**src/design/blade_clean_pkg.sv**
```systemverilog
package blade_clean_pkg;

  // Time base
  localparam int CLK_PERIOD_NS  = 10;
  localparam int TICK_PERIOD_NS = 1000000;
  localparam int TICK_CYCLES    = TICK_PERIOD_NS / CLK_PERIOD_NS;

  localparam int MS_W      = 17;
  localparam int ELAPSED_W = 27;
  localparam int HUM_W     = 16;
  localparam int MIN_W     = 11;
  localparam int SEC_W     = 7;

  // Phase lengths in 1 ms ticks
  localparam logic [MS_W-1:0] RELEASE_PULSE_MS = 17'h00064;
  localparam logic [MS_W-1:0] ENGAGE_PULSE_MS  = 17'h00064;
  localparam logic [MS_W-1:0] REVERSE_MS       = 17'h000C8;
  localparam logic [MS_W-1:0] MS_PER_S         = 17'h003E8;
  localparam logic [ELAPSED_W-1:0] MS_PER_MIN  = 27'h000EA60;
  localparam logic [ELAPSED_W-1:0] ELAPSED_MAX = 27'h7FFFFFF;

  // Absolute humidity in units of 0.0001
  localparam logic [1:0] HUM_SEL_NONE = 2'h0;
  localparam logic [1:0] HUM_SEL_1    = 2'h1;
  localparam logic [1:0] HUM_SEL_2    = 2'h2;
  localparam logic [HUM_W-1:0] HUM_THR_1 = 16'h0016;
  localparam logic [HUM_W-1:0] HUM_THR_2 = 16'h0028;
  localparam logic [HUM_W-1:0] HUM_THR_3 = 16'h003C;

  localparam logic [1:0] TRIG_OFF      = 2'h0;
  localparam logic [1:0] TRIG_PROCESS  = 2'h1;
  localparam logic [1:0] TRIG_INTERVAL = 2'h2;

  typedef enum logic [4:0] {
    S_IDLE    = 5'h01,
    S_ENGAGE  = 5'h02,
    S_FWD     = 5'h04,
    S_REV     = 5'h08,
    S_RELEASE = 5'h10
  } state_t;

  function automatic logic [MS_W-1:0] seconds_to_ms(
      input logic [SEC_W-1:0] s);
    seconds_to_ms = MS_W'(MS_W'(s) * MS_PER_S);
  endfunction

  function automatic logic [ELAPSED_W-1:0] minutes_to_ms(
      input logic [MIN_W-1:0] m);
    minutes_to_ms = ELAPSED_W'(ELAPSED_W'(m) * MS_PER_MIN);
  endfunction

endpackage

```
**src/design/phase_timer_if.sv**
```systemverilog
`timescale 1ns/1ps
interface phase_timer_if;
  logic                              start;
  logic [blade_clean_pkg::MS_W-1:0]  load_ms;
  logic                              done;
  logic                              tick;
  modport ctrl  (output start, output load_ms, input done, input tick);
  modport timer (input start, input load_ms, output done, output tick);
endinterface

```
**src/design/blade_clean_sequencer.sv**
```systemverilog
`timescale 1ns/1ps
// How it works
// (RULE_01) Blade stays off the drum while copying or idle; only cleaning engages it.
// (RULE_02) Engage the blade after process control or at trigger-chosen times.
// (RULE_03) Watch the release-arm switch; flag a blade position fault if it disagrees.
// (RULE_04) Two setting sets, normal and low humidity, picked by humidity threshold.
// (RULE_05) Threshold select: 0 no switching, 1/2/3 pick 0.0022/0.0040/0.0060.
// (RULE_06) Trigger mode: 0 never, 1 after process control, 2 after interval.
// (RULE_07) Mode 1 cleans only after cold-start or idle process control, enabled.
// (RULE_08) Mode 2 interval expiring during a job waits for the job to end.
// (RULE_09) Interval in minutes 5..1440; clean once elapsed time exceeds it.
// (RULE_10) Contact time 10..90 s; then retract until the next cleaning.
// (RULE_11) Manual command cleans whatever the trigger mode, even when off.
// (RULE_12) Engage, drum forward for contact time, reverse 0.2 s, stop, release.
// (RULE_13) 0.1 s release pulse after power-on, door close and each job start.
// (RULE_14) Check the switch after each action; on fault abort and release. Code checks only after the engage and release pulses.
module blade_clean_sequencer #(
  parameter int TICK_CYCLES = blade_clean_pkg::TICK_CYCLES
) (
  input  wire logic        clk,
  input  wire logic        sys_rst,
  input  wire logic [1:0]  humidity_threshold_select,
  input  wire logic [15:0] abs_humidity,
  input  wire logic [1:0]  trigger_mode_normal,
  input  wire logic [1:0]  trigger_mode_low,
  input  wire logic [10:0] clean_interval_normal,
  input  wire logic [10:0] clean_interval_low,
  input  wire logic [6:0]  contact_time_normal,
  input  wire logic [6:0]  contact_time_low,
  input  wire logic        auto_process_enable,
  input  wire logic        idle_process_enable,
  input  wire logic        process_done,
  input  wire logic        process_cold_start,
  input  wire logic        process_idle_start,
  input  wire logic        job_active,
  input  wire logic        manual_clean_command,
  input  wire logic        fault_clear,
  input  wire logic        front_door_closed,
  input  wire logic        blade_switch_pressed,
  output logic             sol_engage,
  output logic             sol_release,
  output logic             drum_forward,
  output logic             drum_reverse,
  output logic             blade_position_fault,
  output logic             cleaning_busy,
  output logic             low_humidity_mode
);

  phase_timer_if tif ();

  phase_timer #(.TICK_CYCLES(TICK_CYCLES)) u_timer (
    .clk     (clk),
    .sys_rst (sys_rst),
    .tif     (tif)
  );

  //////////////////////////////////////////////////////////////////////////
  // Pin synchronisers: accepted once second and third stages agree
  logic [2:0] door_sync;
  logic [2:0] sw_sync;
  logic       door_level;
  logic       door_prev;
  logic       sw_level;
  logic       job_prev;

  // Door taken as closed at reset, else the pin's idle level fakes a close
  always_ff @(posedge clk) begin
    if (sys_rst) begin
      door_sync  <= 3'h7;
      sw_sync    <= 3'h0;
      door_level <= 1'b1;
      sw_level   <= 1'b0;
    end else begin
      door_sync <= {door_sync[1:0], front_door_closed};
      sw_sync   <= {sw_sync[1:0], blade_switch_pressed};
      if (door_sync[2] == door_sync[1]) begin
        door_level <= door_sync[2];
      end
      if (sw_sync[2] == sw_sync[1]) begin
        sw_level <= sw_sync[2];
      end
    end
  end

  always_ff @(posedge clk) begin
    if (sys_rst) begin
      door_prev <= 1'b1;
      job_prev  <= 1'b0;
    end else begin
      door_prev <= door_level;
      job_prev  <= job_active;
    end
  end

  logic door_close_evt;
  logic job_start_evt;
  assign door_close_evt = door_level & ~door_prev;
  assign job_start_evt  = job_active & ~job_prev;

  //////////////////////////////////////////////////////////////////////////
  // Humidity mode and active setting set
  logic [15:0] hum_thr;
  always_comb begin
    case (humidity_threshold_select)
      blade_clean_pkg::HUM_SEL_1: hum_thr = blade_clean_pkg::HUM_THR_1;
      blade_clean_pkg::HUM_SEL_2: hum_thr = blade_clean_pkg::HUM_THR_2;
      default:                    hum_thr = blade_clean_pkg::HUM_THR_3;
    endcase
  end

  always_ff @(posedge clk) begin
    if (sys_rst) begin
      low_humidity_mode <= 1'b0;
    end else begin
      low_humidity_mode <= (humidity_threshold_select !=    // see RULE_05
                            blade_clean_pkg::HUM_SEL_NONE) &&
                           (abs_humidity < hum_thr);        // see RULE_04
    end
  end

  logic [1:0]  act_trigger;
  logic [26:0] act_interval_ms;
  logic [16:0] act_contact_ms;
  assign act_trigger = low_humidity_mode ? trigger_mode_low
                                         : trigger_mode_normal;
  assign act_interval_ms = low_humidity_mode ?
      blade_clean_pkg::minutes_to_ms(clean_interval_low) :
      blade_clean_pkg::minutes_to_ms(clean_interval_normal); // see RULE_09
  assign act_contact_ms = low_humidity_mode ?
      blade_clean_pkg::seconds_to_ms(contact_time_low) :
      blade_clean_pkg::seconds_to_ms(contact_time_normal);   // see RULE_10

  //////////////////////////////////////////////////////////////////////////
  // Triggers and pending requests
  blade_clean_pkg::state_t state;
  blade_clean_pkg::state_t next_state;
  logic        start_now;
  logic [16:0] load_now;
  logic        fault_set;
  logic        take_release;
  logic        take_clean;
  logic        release_pending;
  logic        clean_pending;
  logic [26:0] elapsed_ms;
  logic [16:0] contact_ms;
  logic        interval_hit;
  logic        process_hit;
  logic        clean_set;

  assign interval_hit = (act_trigger == blade_clean_pkg::TRIG_INTERVAL) &&
                        (elapsed_ms > act_interval_ms) && !take_clean;
  assign process_hit = (act_trigger == blade_clean_pkg::TRIG_PROCESS) &&
                       process_done && auto_process_enable &&
                       (process_cold_start ||
                        (idle_process_enable && process_idle_start));
  assign clean_set = manual_clean_command ||                // see RULE_11
                     process_hit ||                         // see RULE_07
                     interval_hit;                          // see RULE_06

  // Elapsed time restarts with each cleaning; saturates rather than wraps
  always_ff @(posedge clk) begin
    if (sys_rst) begin
      elapsed_ms <= '0;
    end else if (take_clean) begin
      elapsed_ms <= '0;
    end else if (tif.tick && elapsed_ms != blade_clean_pkg::ELAPSED_MAX) begin
      elapsed_ms <= elapsed_ms + 27'h0000001;
    end
  end

  // New event wins over the take in the same cycle
  always_ff @(posedge clk) begin
    if (sys_rst) begin
      release_pending <= 1'b1;                               // see RULE_13
      clean_pending   <= 1'b0;
    end else begin
      release_pending <= door_close_evt || job_start_evt ||  // see RULE_13
                         (release_pending && !take_release);
      clean_pending   <= clean_set ||                        // see RULE_02
                         (clean_pending && !take_clean);
    end
  end

  //////////////////////////////////////////////////////////////////////////
  // Sequencer
  always_comb begin
    next_state   = state;
    start_now    = 1'b0;
    load_now     = blade_clean_pkg::RELEASE_PULSE_MS;
    fault_set    = 1'b0;
    take_release = 1'b0;
    take_clean   = 1'b0;
    case (state)
      blade_clean_pkg::S_IDLE: begin
        if (release_pending) begin
          next_state   = blade_clean_pkg::S_RELEASE;
          start_now    = 1'b1;
          take_release = 1'b1;
        end else if (clean_pending && !job_active &&        // see RULE_08
                     !blade_position_fault) begin
          next_state = blade_clean_pkg::S_ENGAGE;           // see RULE_01
          start_now  = 1'b1;
          load_now   = blade_clean_pkg::ENGAGE_PULSE_MS;
          take_clean = 1'b1;
        end
      end
      blade_clean_pkg::S_ENGAGE: begin
        if (tif.done) begin
          start_now = 1'b1;
          if (sw_level) begin
            next_state = blade_clean_pkg::S_FWD;            // see RULE_12
            load_now   = contact_ms;
          end else begin
            next_state = blade_clean_pkg::S_RELEASE;        // see RULE_14
            fault_set  = 1'b1;                              // see RULE_03
          end
        end
      end
      blade_clean_pkg::S_FWD: begin
        if (tif.done) begin
          next_state = blade_clean_pkg::S_REV;              // see RULE_12
          start_now  = 1'b1;
          load_now   = blade_clean_pkg::REVERSE_MS;
        end
      end
      blade_clean_pkg::S_REV: begin
        if (tif.done) begin
          next_state = blade_clean_pkg::S_RELEASE;          // see RULE_12
          start_now  = 1'b1;
        end
      end
      blade_clean_pkg::S_RELEASE: begin
        if (tif.done) begin
          next_state = blade_clean_pkg::S_IDLE;
          fault_set  = sw_level;                            // see RULE_14
        end
      end
      default: begin
        next_state = blade_clean_pkg::S_IDLE;
      end
    endcase
  end

  // Outputs follow the state they belong to, in the same cycle
  always_ff @(posedge clk) begin
    if (sys_rst) begin
      state         <= blade_clean_pkg::S_IDLE;
      sol_engage    <= 1'b0;
      sol_release   <= 1'b0;
      drum_forward  <= 1'b0;
      drum_reverse  <= 1'b0;
      cleaning_busy <= 1'b0;
    end else begin
      state         <= next_state;
      sol_engage    <= next_state == blade_clean_pkg::S_ENGAGE;
      sol_release   <= next_state == blade_clean_pkg::S_RELEASE;
      drum_forward  <= next_state == blade_clean_pkg::S_FWD;
      drum_reverse  <= next_state == blade_clean_pkg::S_REV;
      cleaning_busy <= (next_state == blade_clean_pkg::S_ENGAGE) ||
                       (next_state == blade_clean_pkg::S_FWD) ||
                       (next_state == blade_clean_pkg::S_REV);
    end
  end

  // Settings may change mid-cycle; contact time is frozen at engage
  always_ff @(posedge clk) begin
    if (sys_rst) begin
      tif.start  <= 1'b0;
      tif.load_ms <= blade_clean_pkg::RELEASE_PULSE_MS;
      contact_ms <= blade_clean_pkg::MS_PER_S;
    end else begin
      tif.start   <= start_now;
      tif.load_ms <= load_now;
      if (take_clean) begin
        contact_ms <= act_contact_ms;
      end
    end
  end

  always_ff @(posedge clk) begin
    if (sys_rst) begin
      blade_position_fault <= 1'b0;
    end else begin
      blade_position_fault <= fault_set ||                  // see RULE_03
                              (blade_position_fault && !fault_clear);
    end
  end

  //////////////////////////////////////////////////////////////////////////
  // Checks
  logic [16:0] fwd_ticks;
  always_ff @(posedge clk) begin
    if (sys_rst || state == blade_clean_pkg::S_ENGAGE) begin
      fwd_ticks <= '0;
    end else if (drum_forward && tif.tick && !tif.start && !tif.done) begin
      fwd_ticks <= fwd_ticks + 17'h00001;
    end
  end

  property p_off_drum_when_idle;
    @(posedge clk) disable iff (sys_rst)
      !cleaning_busy |-> !sol_engage && !drum_forward && !drum_reverse;
  endproperty
  a_off_drum_when_idle: assert property (p_off_drum_when_idle) // see RULE_01
    else $error("Blade or drum active outside a cleaning cycle");

  property p_contact_length;
    @(posedge clk) disable iff (sys_rst)
      $fell(drum_forward) |-> fwd_ticks == contact_ms && drum_reverse;
  endproperty
  a_contact_length: assert property (p_contact_length) // see RULE_10
    else $error("Forward run length differs from contact time");

  property p_reverse_then_release;
    @(posedge clk) disable iff (sys_rst)
      $fell(drum_reverse) |-> sol_release && !drum_forward;
  endproperty
  a_reverse_then_release: assert property (p_reverse_then_release) // see RULE_12
    else $error("Reverse not followed by release");

  property p_no_engage_in_job;
    @(posedge clk) disable iff (sys_rst)
      $rose(sol_engage) |-> $past(job_active) == 1'b0;
  endproperty
  a_no_engage_in_job: assert property (p_no_engage_in_job) // see RULE_08
    else $error("Cleaning started during a job");

  property p_missing_switch_aborts;
    @(posedge clk) disable iff (sys_rst)
      state == blade_clean_pkg::S_ENGAGE && tif.done && !sw_level
      |=> blade_position_fault && sol_release && !drum_forward;
  endproperty
  a_missing_switch_aborts: assert property (p_missing_switch_aborts) // see RULE_14
    else $error("Switch fault did not abort to release");

  property p_no_switching_sel0;
    @(posedge clk) disable iff (sys_rst)
      humidity_threshold_select == blade_clean_pkg::HUM_SEL_NONE
      |=> !low_humidity_mode;
  endproperty
  a_no_switching_sel0: assert property (p_no_switching_sel0) // see RULE_05
    else $error("Low humidity mode with switching disabled");

  property p_manual_accepted;
    @(posedge clk) disable iff (sys_rst)
      manual_clean_command |=> clean_pending || sol_engage;
  endproperty
  a_manual_accepted: assert property (p_manual_accepted) // see RULE_11
    else $error("Manual cleaning command lost");

  property p_job_start_release;
    @(posedge clk) disable iff (sys_rst)
      job_start_evt |=> release_pending || sol_release;
  endproperty
  a_job_start_release: assert property (p_job_start_release) // see RULE_13
    else $error("Job start did not request a release pulse");

  property p_process_off_no_clean;
    @(posedge clk) disable iff (sys_rst)
      !clean_pending && !manual_clean_command && !interval_hit &&
      !process_hit |=> !clean_pending;
  endproperty
  a_process_off_no_clean: assert property (p_process_off_no_clean) // see RULE_07
    else $error("Cleaning requested without a trigger");

endmodule

```
**src/design/phase_timer.sv**
```systemverilog
`timescale 1ns/1ps
module phase_timer #(
  parameter int TICK_CYCLES = blade_clean_pkg::TICK_CYCLES
) (
  input  wire logic  clk,
  input  wire logic  sys_rst,
  phase_timer_if.timer tif
);

  logic [31:0]                      pre;
  logic [blade_clean_pkg::MS_W-1:0] remaining;
  logic                             active;

  // Millisecond tick shared with the elapsed-time counter
  always_ff @(posedge clk) begin
    if (sys_rst) begin
      pre      <= 32'h00000000;
      tif.tick <= 1'b0;
    end else if (pre == 32'(TICK_CYCLES - 1)) begin
      pre      <= 32'h00000000;
      tif.tick <= 1'b1;
    end else begin
      pre      <= pre + 32'h00000001;
      tif.tick <= 1'b0;
    end
  end

  // Start wins over a tick in the same cycle
  always_ff @(posedge clk) begin
    if (sys_rst) begin
      remaining <= '0;
      active    <= 1'b0;
      tif.done  <= 1'b0;
    end else begin
      tif.done <= 1'b0;
      if (tif.start) begin
        remaining <= tif.load_ms;
        active    <= 1'b1;
      end else if (active && tif.tick) begin
        if (remaining <= 17'h00001) begin
          active   <= 1'b0;
          tif.done <= 1'b1;
        end else begin
          remaining <= remaining - 17'h00001;
        end
      end
    end
  end

  property p_done_ends_run;
    @(posedge clk) disable iff (sys_rst)
      tif.done |-> !active && $past(active);
  endproperty
  a_done_ends_run: assert property (p_done_ends_run) // see RULE_12
    else $error("Timer done without a running phase");

endmodule

```
**config.mk**
```make
export PLATFORM = sky130hd
export DESIGN_NAME = blade_clean_sequencer
export DESIGN_NICKNAME = d
export VERILOG_FILES = /design/src/design/blade_clean_pkg.sv /design/src/design/phase_timer_if.sv /design/src/design/blade_clean_sequencer.sv /design/src/design/phase_timer.sv
export SDC_FILE = /design/constraint.sdc
export NUM_CORES = 1
export LEC_CHECK = 0
export BUFFER_PORTS_ARGS = -buffer_cell sky130_fd_sc_hd__buf_2
export CORE_ASPECT_RATIO = 0.9
export CORE_MARGIN = 2
export CORE_UTILIZATION = 50
export DETAILED_ROUTE_END_ITERATION = 8
export GPL_TIMING_DRIVEN = 0
export PLACE_DENSITY = 0.67
export RECOVER_POWER = 50
export SYNTH_ARGS = -nofsm -noshare
export SYNTH_HDL_FRONTEND = slang
export SYNTH_SLANG_ARGS = --single-unit
```
**constraint.sdc**
```tcl
create_clock -name clk -period 9.41 [get_ports clk]
set_input_delay 1.882 -clock clk [delete_from_list [all_inputs] [get_ports clk]]
set_output_delay 1.882 -clock clk [all_outputs]
set_load 0.01 [all_outputs]
```
# Yosys cells after proc, flatten, opt, wreduce, memory -nomap -nowiden
# Cells that the tools add are included.
word_totals:
  regBits: 138
  input_bits: 70
  out_inout_bits: 7
  elab_cells: 131
op_classes:
  add_sub_neg: 3
  n_mul: 4
  magnitude_cmp: 3
  n_eq_ne: 18
  muxes: 36
  n_bitwise: 5
  n_reduce_logical: 37
op_table:
  columns: ["operator", "n"]
  rows:
  - ["two-way mux 17 bit", 6]
  - ["multiplier 11 x 11 -> 22 bit (second input constant)", 2]
  - ["two-way mux 5 bit", 7]
  - ["one-hot mux 17 bit (2 select lines)", 1]
  - ["adder 32 x 1 -> 32 bit (second input constant)", 1]
  - ["equality test 32 x 17 -> 1 bit (second input constant)", 1]
  - ["multiplier 7 x 7 -> 14 bit (second input constant)", 2]
  - ["adder 27 x 1 -> 27 bit (second input constant)", 1]
  - ["greater-than comparator 27 bit", 1]
  - ["two-way mux 27 bit", 1]
  - ["!= test 27 bit (second input constant)", 1]
  - ["one-hot mux 5 bit (5 select lines)", 1]
  - ["<= comparator 17 x 1 -> 1 bit (second input constant)", 1]
  - ["subtractor 17 x 1 -> 17 bit (second input constant)", 1]
  - ["less-than comparator 16 bit", 1]
  - ["two-way mux 1 bit", 15]
  - ["logical AND 1 bit", 14]
  - ["one-hot mux 6 bit (2 select lines)", 1]
  - ["equality test 5 x 2 -> 1 bit (second input constant)", 2]
  - ["equality test 5 x 3 -> 1 bit (second input constant)", 2]
  - ["equality test 5 x 4 -> 1 bit (second input constant)", 2]
  - ["equality test 5 bit (second input constant)", 2]
  - ["logical OR 1 bit", 9]
  - ["two-way mux 8 bit", 1]
  - ["14 further kinds", 30]

# Depth between registers and ports, before layout
# Gate-level depths: netlist of run 1.
depth:
  depth_word: 10
  ltp_mapped: 24

# Cells and area by module
# From an unflattened synthesis of run 1, not the netlist that was laid out.
unflattened:
  hier_cells: 1582
  area_unflattened_um2: 14082.3
modules_own_cells:
  columns: ["mod", "instances", "cells_per_inst", "area_each_um2", "seq_area_each_um2"]
  rows:
  - ["blade_clean_sequencer", 1, 1245, 11309.6, 1621.6]
  - ["phase_timer", 1, 337, 2772.7, 1041.0]

# Worst setup path before layout of run 1
# No wires, ideal clock.
synth_path:
  path_type: "input-to-reg"
  from: "input port clean_interval_low[1]"
  to: "register clean_pending"
  t_arrival_ns: 7.429
  required_ns: 9.331
  path_slack_ns: 1.902
  stages: 23
  path_buffers: 0
  path_cell_list: "inv_1 fa_1 inv_1 fa_1 fa_1 fa_1 inv_1 fa_1 inv_1 ha_1 and3_1 nor3b_1 a221oi_1 or4b_2 o211ai_1 nor3_1 ha_1 and4_1 nand3_1 nor2_1 a211oi_1 o2111ai_1 o211ai_1"
synth_via:
  elab_chain_len: 7
synth_lines:
  columns: ["element", "line", "source"]
  rows:
  - ["start: declaration", "blade_clean_sequencer.sv:27", "input wire logic [10:0] clean_interval_low,"]
  - ["multiplier 11 x 11 -> 22 bit", "blade_clean_pkg.sv:49", "minutes_to_ms = ELAPSED_W'(ELAPSED_W'(m) * MS_PER_MIN);"]
  - ["two-way mux 27 bit", "blade_clean_sequencer.sv:126", "assign act_interval_ms = low_humidity_mode ?"]
  - ["greater-than comparator 27 bit", "blade_clean_sequencer.sv:151", "(elapsed_ms > act_interval_ms) && !take_clean;"]
  - ["logical AND 1 bit", "blade_clean_sequencer.sv:150", "assign interval_hit = (act_trigger == blade_clean_pkg::TRIG_INTERVAL) &&"]
  - ["logical AND 1 bit", "blade_clean_sequencer.sv:151", null]
  - ["logical OR 1 bit", "blade_clean_sequencer.sv:157", "process_hit ||"]
  - ["logical OR 1 bit", "blade_clean_sequencer.sv:179", "clean_pending <= clean_set ||"]
  - ["end signal: assignment", "blade_clean_sequencer.sv:179", null]
  - ["end: declaration", "blade_clean_sequencer.sv:143", "logic clean_pending;"]
# No other way between the ends.
# A chain may end at the register's enable or synchronous reset.

# Final worst setup path of run 1
# Ends and elaborated chain as after synthesis.

==> summary.md, run 1 <==
| Metric | Value |
|---|---|
| Internal power | `1.93 mW` |
| CP max stage delay | `0.63 ns` |
| Final Hold Fails | `0` |
| RSZ-0062 raised after global routing | `false` |
| Initial DRC Count | `829` |
| Peak supply drop | `168 µV` |
| Vias/cell | `5.62` |
| Place WS | `0.927 ns` |
| FF+latch area | `2660 µm²` |
| H-tree Lvls | `4` |
| Core ar. | `27,200 µm²` |
| Top delay family on crit path | `adder cells` |
| CP dominant cell by count | `fa_1` |
| Largest net degree at the start of global routing | `17` |
| Async set-reset flop share out of synthesis | `0%` |
| Seq/Total Area, Yosys | `19.1%` |
| CTS tree | `yes` |
| Net Sw Frac | `44.7%` |
| Final GP Congestion | `0.901` |
| CP Class | `in -> reg` |
| Setup-failing EPs final | `0` |
| Max Buffers Root-to-Sink | `2` |
| Fmax | `0.124 GHz` |
| CP Cell Sequence | `buf_2, inv_1, fa_1, inv_1, fa_1, fa_1, fa_1, inv_1, fa_1, inv_1, ha_1, and3_1, nor3b_1, a221oi_1, or4b_2, o211ai_1, nor3_1, ha_1, and4_1, nand3_1, nor2_1, a211oi_1, o21ai_0, o211ai_1` |
| Post-CTS Hold Buffers | `0` |
| Routed wire length | `32.2 mm` |
| Share of layout cells above drive strength 1 | `6.90%` |
| Skew final | `0.00733 ns` |
| Die H | `162 µm` |
| Sequential share of power | `17.2%` |
| Number of clock sinks | `133` |
| WL/cell | `15.8 µm` |
| Area of the die | `29,200 µm²` |
| Antenna diode count | `0` |
| Number of buffers added for setup after CTS | `0` |
| Most common cell after layout, fill and taps aside | `ha_1` |
| Post-synth net total | `1,987` |
| Starting density of the core | `51.3%` |
| Area grow syn2layout | `10.2%` |
| Root buf cell | `clkbuf_16` |
| Post-DP HPWL | `26.3 mm` |
| Die width | `180 µm` |
| Top FF cell, synth | `dfxtp_1` |
| Post-route clock period utilization | `85.7%` |
| Mapped Cells | `1,574` |
| Combinational share of power | `63.1%` |
| Cell taking the most area after synthesis | `ha_1` |
| DR vias | `11,400` |
| Worst-path fanout max | `7` |
| Clk slew on worst S/H paths | `0.06 ns` |
| DRT Pass-1 Iters | `5` |
| Tot GR Track Use | `22.5%` |
| Yosys synthesis warning count | `0` |
| Rel. slew slack | `31.9%` |
| Vias in the first global route | `11,000` |
| Hold Crit Class | `reg -> reg` |
| Top Ports | `77` |
| Max-cap viol count | `0` |
| Final min period | `8.07 ns` |
| Post-synthesis register bit count | `133` |
| Slack of the critical path | `1.34 ns` |
| Status | `complete, no violations` |
| Worst setup EP type | `flip-flop` |
| Synthesized area per cell | `8.85 µm²` |
| Slowest CP cell | `or4b_2` |
| Buf/Inv on CP | `5` |
| Antenna viol nets, final | `0` |
| Post-synth top area share | `21.3%` |
| Multi-input logic area | `10,400 µm²` |
| Grt total ovfl | `0` |
| Sw Pwr | `1.55 mW` |
| NumNets Final | `2,081` |
| Final TNS setup | `0 ns` |
| Top cells by area, synth | `ha_1, dfxtp_1, fa_1, inv_1, xnor2_1` |
| First-pass GRT wire length | `53.7 mm` |
| Post-synth EDFFs | `0` |
| Cts repair resizes | `0` |
| Port-buffer cells | `75` |
| Initial antenna violation count | `1` |
| Crit path DAT | `8.42 ns` |
| Drt drc | `0` |
| CP Launch Type | `input pin` |
| Synthesized area | `13,900 µm²` |
| Worst-Skew Late Latency | `0.42 ns` |
| Power density cells | `226 nW/µm²` |
| Commonest cells after routing, fill and taps aside | `ha_1, inv_1, dfxtp_1, nor2_1, fa_1` |
| # fillers | `2,515` |
| Worst Path Required | `9.76 ns` |
| Clock Power Share | `19.7%` |
| Lkg Pwr | `7.23 nW` |
| Slew @ Worst Pin | `1.01 ns` |
| Row count | `57` |
| Yosys cell types | `63` |
| Fin. max-slew vios | `0` |
| Num CTS Buffers | `17` |
[power groups by stage]
stage / logic (mW) / clock network (mW) / registers, mW
floorplan: 1.65 / 0 / 0.607
global placement: 2.13 / 0 / 0.610
detailed placement: 2.16 / 0 / 0.610
CTS: 2.18 / 0.695 / 0.598
global route: 2.50 / 0.717 / 0.601
finish: 2.19 / 0.686 / 0.599
[layer usage]
layer	wire [µm]	track usage, %	share of wire, %
met1	16400	33.5	51
met2	13900	34.3	43
met3	1450	3.33	4.5
met4	494	5.54	1.5
met5	13	0	0.040
[sequential cells by signal, summed over array words and instances (netlist names), 3 cells and up]
| register | cells |
|---|---|
| u_timer.pre | 32 |
| elapsed_ms | 27 |
| tif.load_ms | 15 |
| door_sync | 3 |
| state | 5 |
| u_timer.remaining | 17 |
| contact_ms | 14 |
| sw_sync | 3 |
[cell usage after synthesis, drive strengths merged (17+ instances only)]
library cell,n
nand3,48
nor4,29
a211oi,31
nor3,27
nand4,21
a21oi,64
inv,204
clkbuf,36
a21o,40
xnor2,52
dfxtp,133
or3,17
ha,237
o21ai,54
xor2,48
nand2,88
nor2,113
and3,19
fa,106
[logic make-up after synthesis]
family / count (synthesis) / share of synthesized area (%)
adders and majority gates: 343 / 36.5
DFF: 133 / 19.1
buffers and inverters: 243 / 6.55
muxes: 19 / 1.39
AOI/OAI and AO/OA: 289 / 13.7
xor gates and xnor gates: 100 / 6.29
and+or+nand+nor: 447 / 16.4
[cell type report]
cell class / count / area share [%]
clock inverters: 11 / 0.969
repair buffers: 75 / 2.38
inverters: 204 / 4.99
plain buffers: 39 / 0.953
clock buffers: 20 / 3.04
flip-flops and latches: 133 / 17.3
well taps: 354 / 2.88
multi-input cells: 1198 / 67.5
[path summary, 6_finish.rpt]
check / from / endpoint / slack [ns] / cells past startpoint
setup / recovery: clean_interval_low[1] / clean_pending$_SDFF_PP0_ / 1.34 / 24
setup reg to reg: low_humidity_mode$_SDFF_PP0_ / clean_pending$_SDFF_PP0_ / 4.87 / 13
hold reg to reg: door_sync[0]$_SDFF_PP1_ / door_sync[1]$_SDFF_PP1_ / 0.41 / 1
hold / removal: door_sync[0]$_SDFF_PP1_ / door_sync[1]$_SDFF_PP1_ / 0.41 / 1
[through the flow]
step,std cells,util [%],power (mW),cell area [µm²],hold WS (ns)
finish,2034,56.5,3.48,15400,0.414
global route,2034,56.5,3.82,15400,0.439
CTS,2034,56.6,3.48,15400,0.410
detailed placement,2003,54.3,2.77,14800,0.398
global placement,2003,54.3,2.74,14800,0.395
floorplan,1574,-,2.25,13900,0.389
No activity file was read; power rests on OpenSTA's default activity.
==> run 2, diff against run 1 <==
--- a/config.mk
+++ b/config.mk
@@ -5,6 +5,7 @@
 export SDC_FILE = /design/constraint.sdc
 export NUM_CORES = 1
 export LEC_CHECK = 0
+export ABC_AREA = 1
 export BUFFER_PORTS_ARGS = -buffer_cell sky130_fd_sc_hd__buf_2
 export CORE_ASPECT_RATIO = 0.9
 export CORE_MARGIN = 2
@@ -13,6 +14,7 @@
 export GPL_TIMING_DRIVEN = 0
 export PLACE_DENSITY = 0.67
 export RECOVER_POWER = 50
+export REMOVE_ABC_BUFFERS = 1
 export SYNTH_ARGS = -nofsm -noshare
 export SYNTH_HDL_FRONTEND = slang
 export SYNTH_SLANG_ARGS = --single-unit
==> run 2 against run 1 <==
Against the previous run:
- non-clock buffer count decreased by 39
- setup slack better by 0.87 ns
- global-route usage up 0.22 points
- clock skew is 0.0049 ns higher
- clock power fell by 2%
- via count up 20%
- critical path depth rose by 7
- combinational power up 15%
- fmax is 12% higher
==> summary.md, run 2 <==
| Metric | Value |
|---|---|
| Status | `complete, no violations` |
| Post-synth top area share | `19.3%` |
| Hold Crit Class | `reg -> reg` |
| Area of the die | `32,100 µm²` |
| Commonest cells after routing, fill and taps aside | `nand2_1, inv_1, ha_1, nor2_1, dfxtp_1` |
| Antenna diode count | `0` |
| CP max stage delay | `0.54 ns` |
| Initial DRC Count | `849` |
| DRT Pass-1 Iters | `5` |
| Post-synth EDFFs | `0` |
| CP dominant cell by count | `nand2_1` |
| Top cells by area, synth | `ha_1, dfxtp_1, nand2_1, fa_1, inv_1` |
| Setup-failing EPs final | `0` |
| Final Hold Fails | `0` |
| WL/cell | `13.1 µm` |
| Top Ports | `77` |
| Grt total ovfl | `0` |
| Final min period | `7.20 ns` |
| Mapped Cells | `2,206` |
| Power density cells | `230 nW/µm²` |
| Number of buffers added for setup after CTS | `0` |
| Port-buffer cells | `75` |
| Top FF cell, synth | `dfxtp_1` |
| Post-synthesis register bit count | `133` |
| Max Buffers Root-to-Sink | `2` |
| # fillers | `2,994` |
| Num CTS Buffers | `17` |
| Yosys cell types | `48` |
| Starting density of the core | `51.2%` |
| Synthesized area per cell | `6.96 µm²` |
| Cts repair resizes | `0` |
| Worst setup EP type | `flip-flop` |
| Core ar. | `30,000 µm²` |
| Most common cell after layout, fill and taps aside | `nand2_1` |
| Share of layout cells above drive strength 1 | `6.05%` |
| CTS tree | `yes` |
| Peak supply drop | `143 µV` |
| Seq/Total Area, Yosys | `17.3%` |
| Root buf cell | `clkbuf_16` |
| Final hold slack | `0.409 ns` |
| Clk slew on worst S/H paths | `0.06 ns` |
| Slowest CP cell | `fa_1` |
| Largest net degree at the start of global routing | `41` |
| Max reg flops | `32` |
| Row count | `60` |
| Rel. slew slack | `2.57%` |
| Final TNS setup | `0 ns` |
| Buf/Inv on CP | `5` |
| Largest registers | `u_timer.pre (32), elapsed_ms (27), u_timer.remaining (17)` |
| NumNets Final | `2,682` |
| Async set-reset flop share out of synthesis | `0%` |
| Initial antenna violation count | `0` |
| Biggest register | `u_timer.pre` |
| Crit path DAT | `7.55 ns` |
| Vias in the first global route | `12,900` |
| CP Launch Type | `input pin` |
| Post-CTS Hold Buffers | `0` |
| Worst-path fanout max | `7` |
| Yosys synthesis warning count | `0` |
| Fin cells | `2,685` |
| H-tree Lvls | `4` |
| Routed wire length | `35.1 mm` |
| Most numerous cell in the Yosys netlist | `nand2_1` |
| Cell taking the most area after synthesis | `ha_1` |
| Post-route clock period utilization | `76.5%` |
| Drt drc | `0` |
| Die H | `170 µm` |
| Fmax | `0.139 GHz` |
| First-pass GRT wire length | `60.8 mm` |
| Antenna viol nets, final | `0` |
| Lkg Pwr | `8.31 nW` |
| Synthesized area | `15,400 µm²` |
| Max-cap viol count | `0` |
| Area grow syn2layout | `8.35%` |
| Post-DP HPWL | `28.9 mm` |
| Most frequent cells after synthesis | `nand2_1, inv_1, ha_1` |
| Worst Path Required | `9.76 ns` |
| Number of clock sinks | `133` |
| Worst-Skew Late Latency | `0.42 ns` |
| Final GP Congestion | `0.920` |
| DR vias | `13,700` |
| Die width | `189 µm` |
| Vias/cell | `5.11` |
| Slew @ Worst Pin | `1.46 ns` |
| Placed cells | `2,653` |
| RSZ-0062 raised after global routing | `false` |
| CP Class | `in -> reg` |
| Tot GR Track Use | `22.7%` |
| Fin. max-slew vios | `0` |
| Top delay family on crit path | `adder cells` |
| Skew final | `0.0123 ns` |
==> run 2: cell types whose count changed after synthesis, moves of 30 or more <==
| cell | delta |
|---|---|
| a211oi_1 | -30 |
| a21o_1 | -37 |
| a21oi_1 | +66 |
| inv_1 | +167 |
| nand2_1 | +498 |
| nand3_1 | +73 |
| nor2_1 | +112 |
| xnor2_1 | -38 |
==> run 2: routing by layer <==
metal,routed length [µm],up-vias,GRT usage (%)
met5,0,-,0
met4,201,0,3.16
met3,1400,13,2.60
met2,15500,276,36.4
met1,18100,6291,33.5
li1,-,7128,-
==> run 2: area by class of cell <==
| cell class | count | area, µm² | share of cell area, % |
|---|---|---|---|
| inverter | 378 | 1420 | 8.53 |
| multi-input combinational | 1664 | 11100 | 66.6 |
| clock buffer | 17 | 425 | 2.56 |
| clock inverter | 15 | 181 | 1.09 |
| timing repair buffer | 75 | 367 | 2.20 |
| tap | 403 | 504 | 3.03 |
| sequential | 133 | 2660 | 16.0 |
==> run 2: power by group <==
group	total, mW	switching (mW)	internal (mW)
Clock	0.670	0.288	0.382
Combinational	2.52	1.62	0.909
Sequential	0.631	0.0357	0.596
==> run 2: cells by family after synthesis <==
family,after synthesis,share of synthesized area (%)
AND/OR/NAND/NOR,1050,28.8
buffers and inverters,409,10.5
adder cells (fa/ha/maj),343,33.1
AO/OA/AOI/OAI,231,7.98
flip-flops,133,17.3
XOR/XNOR,36,2.05
multiplexers,4,0.261
==> run 2: worst paths after layout <==
check / endpoint / start / slack [ns] / depth (start not counted)
max: clean_pending$_SDFF_PP0_ / clean_interval_normal[1] / 2.21 / 31
min reg2reg: door_sync[1]$_SDFF_PP1_ / door_sync[0]$_SDFF_PP1_ / 0.41 / 1
min: door_sync[1]$_SDFF_PP1_ / door_sync[0]$_SDFF_PP1_ / 0.41 / 1
max reg2reg: clean_pending$_SDFF_PP0_ / low_humidity_mode$_SDFF_PP0_ / 5.15 / 14
==> run 2: metrics by stage <==
step	utilization, %	power (mW)	cell area, µm²	setup WS (ns)
global placement	53.4	3.10	16000	1.86
CTS	55.5	3.84	16700	2.24
global route	55.4	4.29	16600	1.74
detailed placement	53.4	3.14	16000	1.83
floorplan	-	2.55	15200	2.77
finish	55.4	3.83	16600	2.21
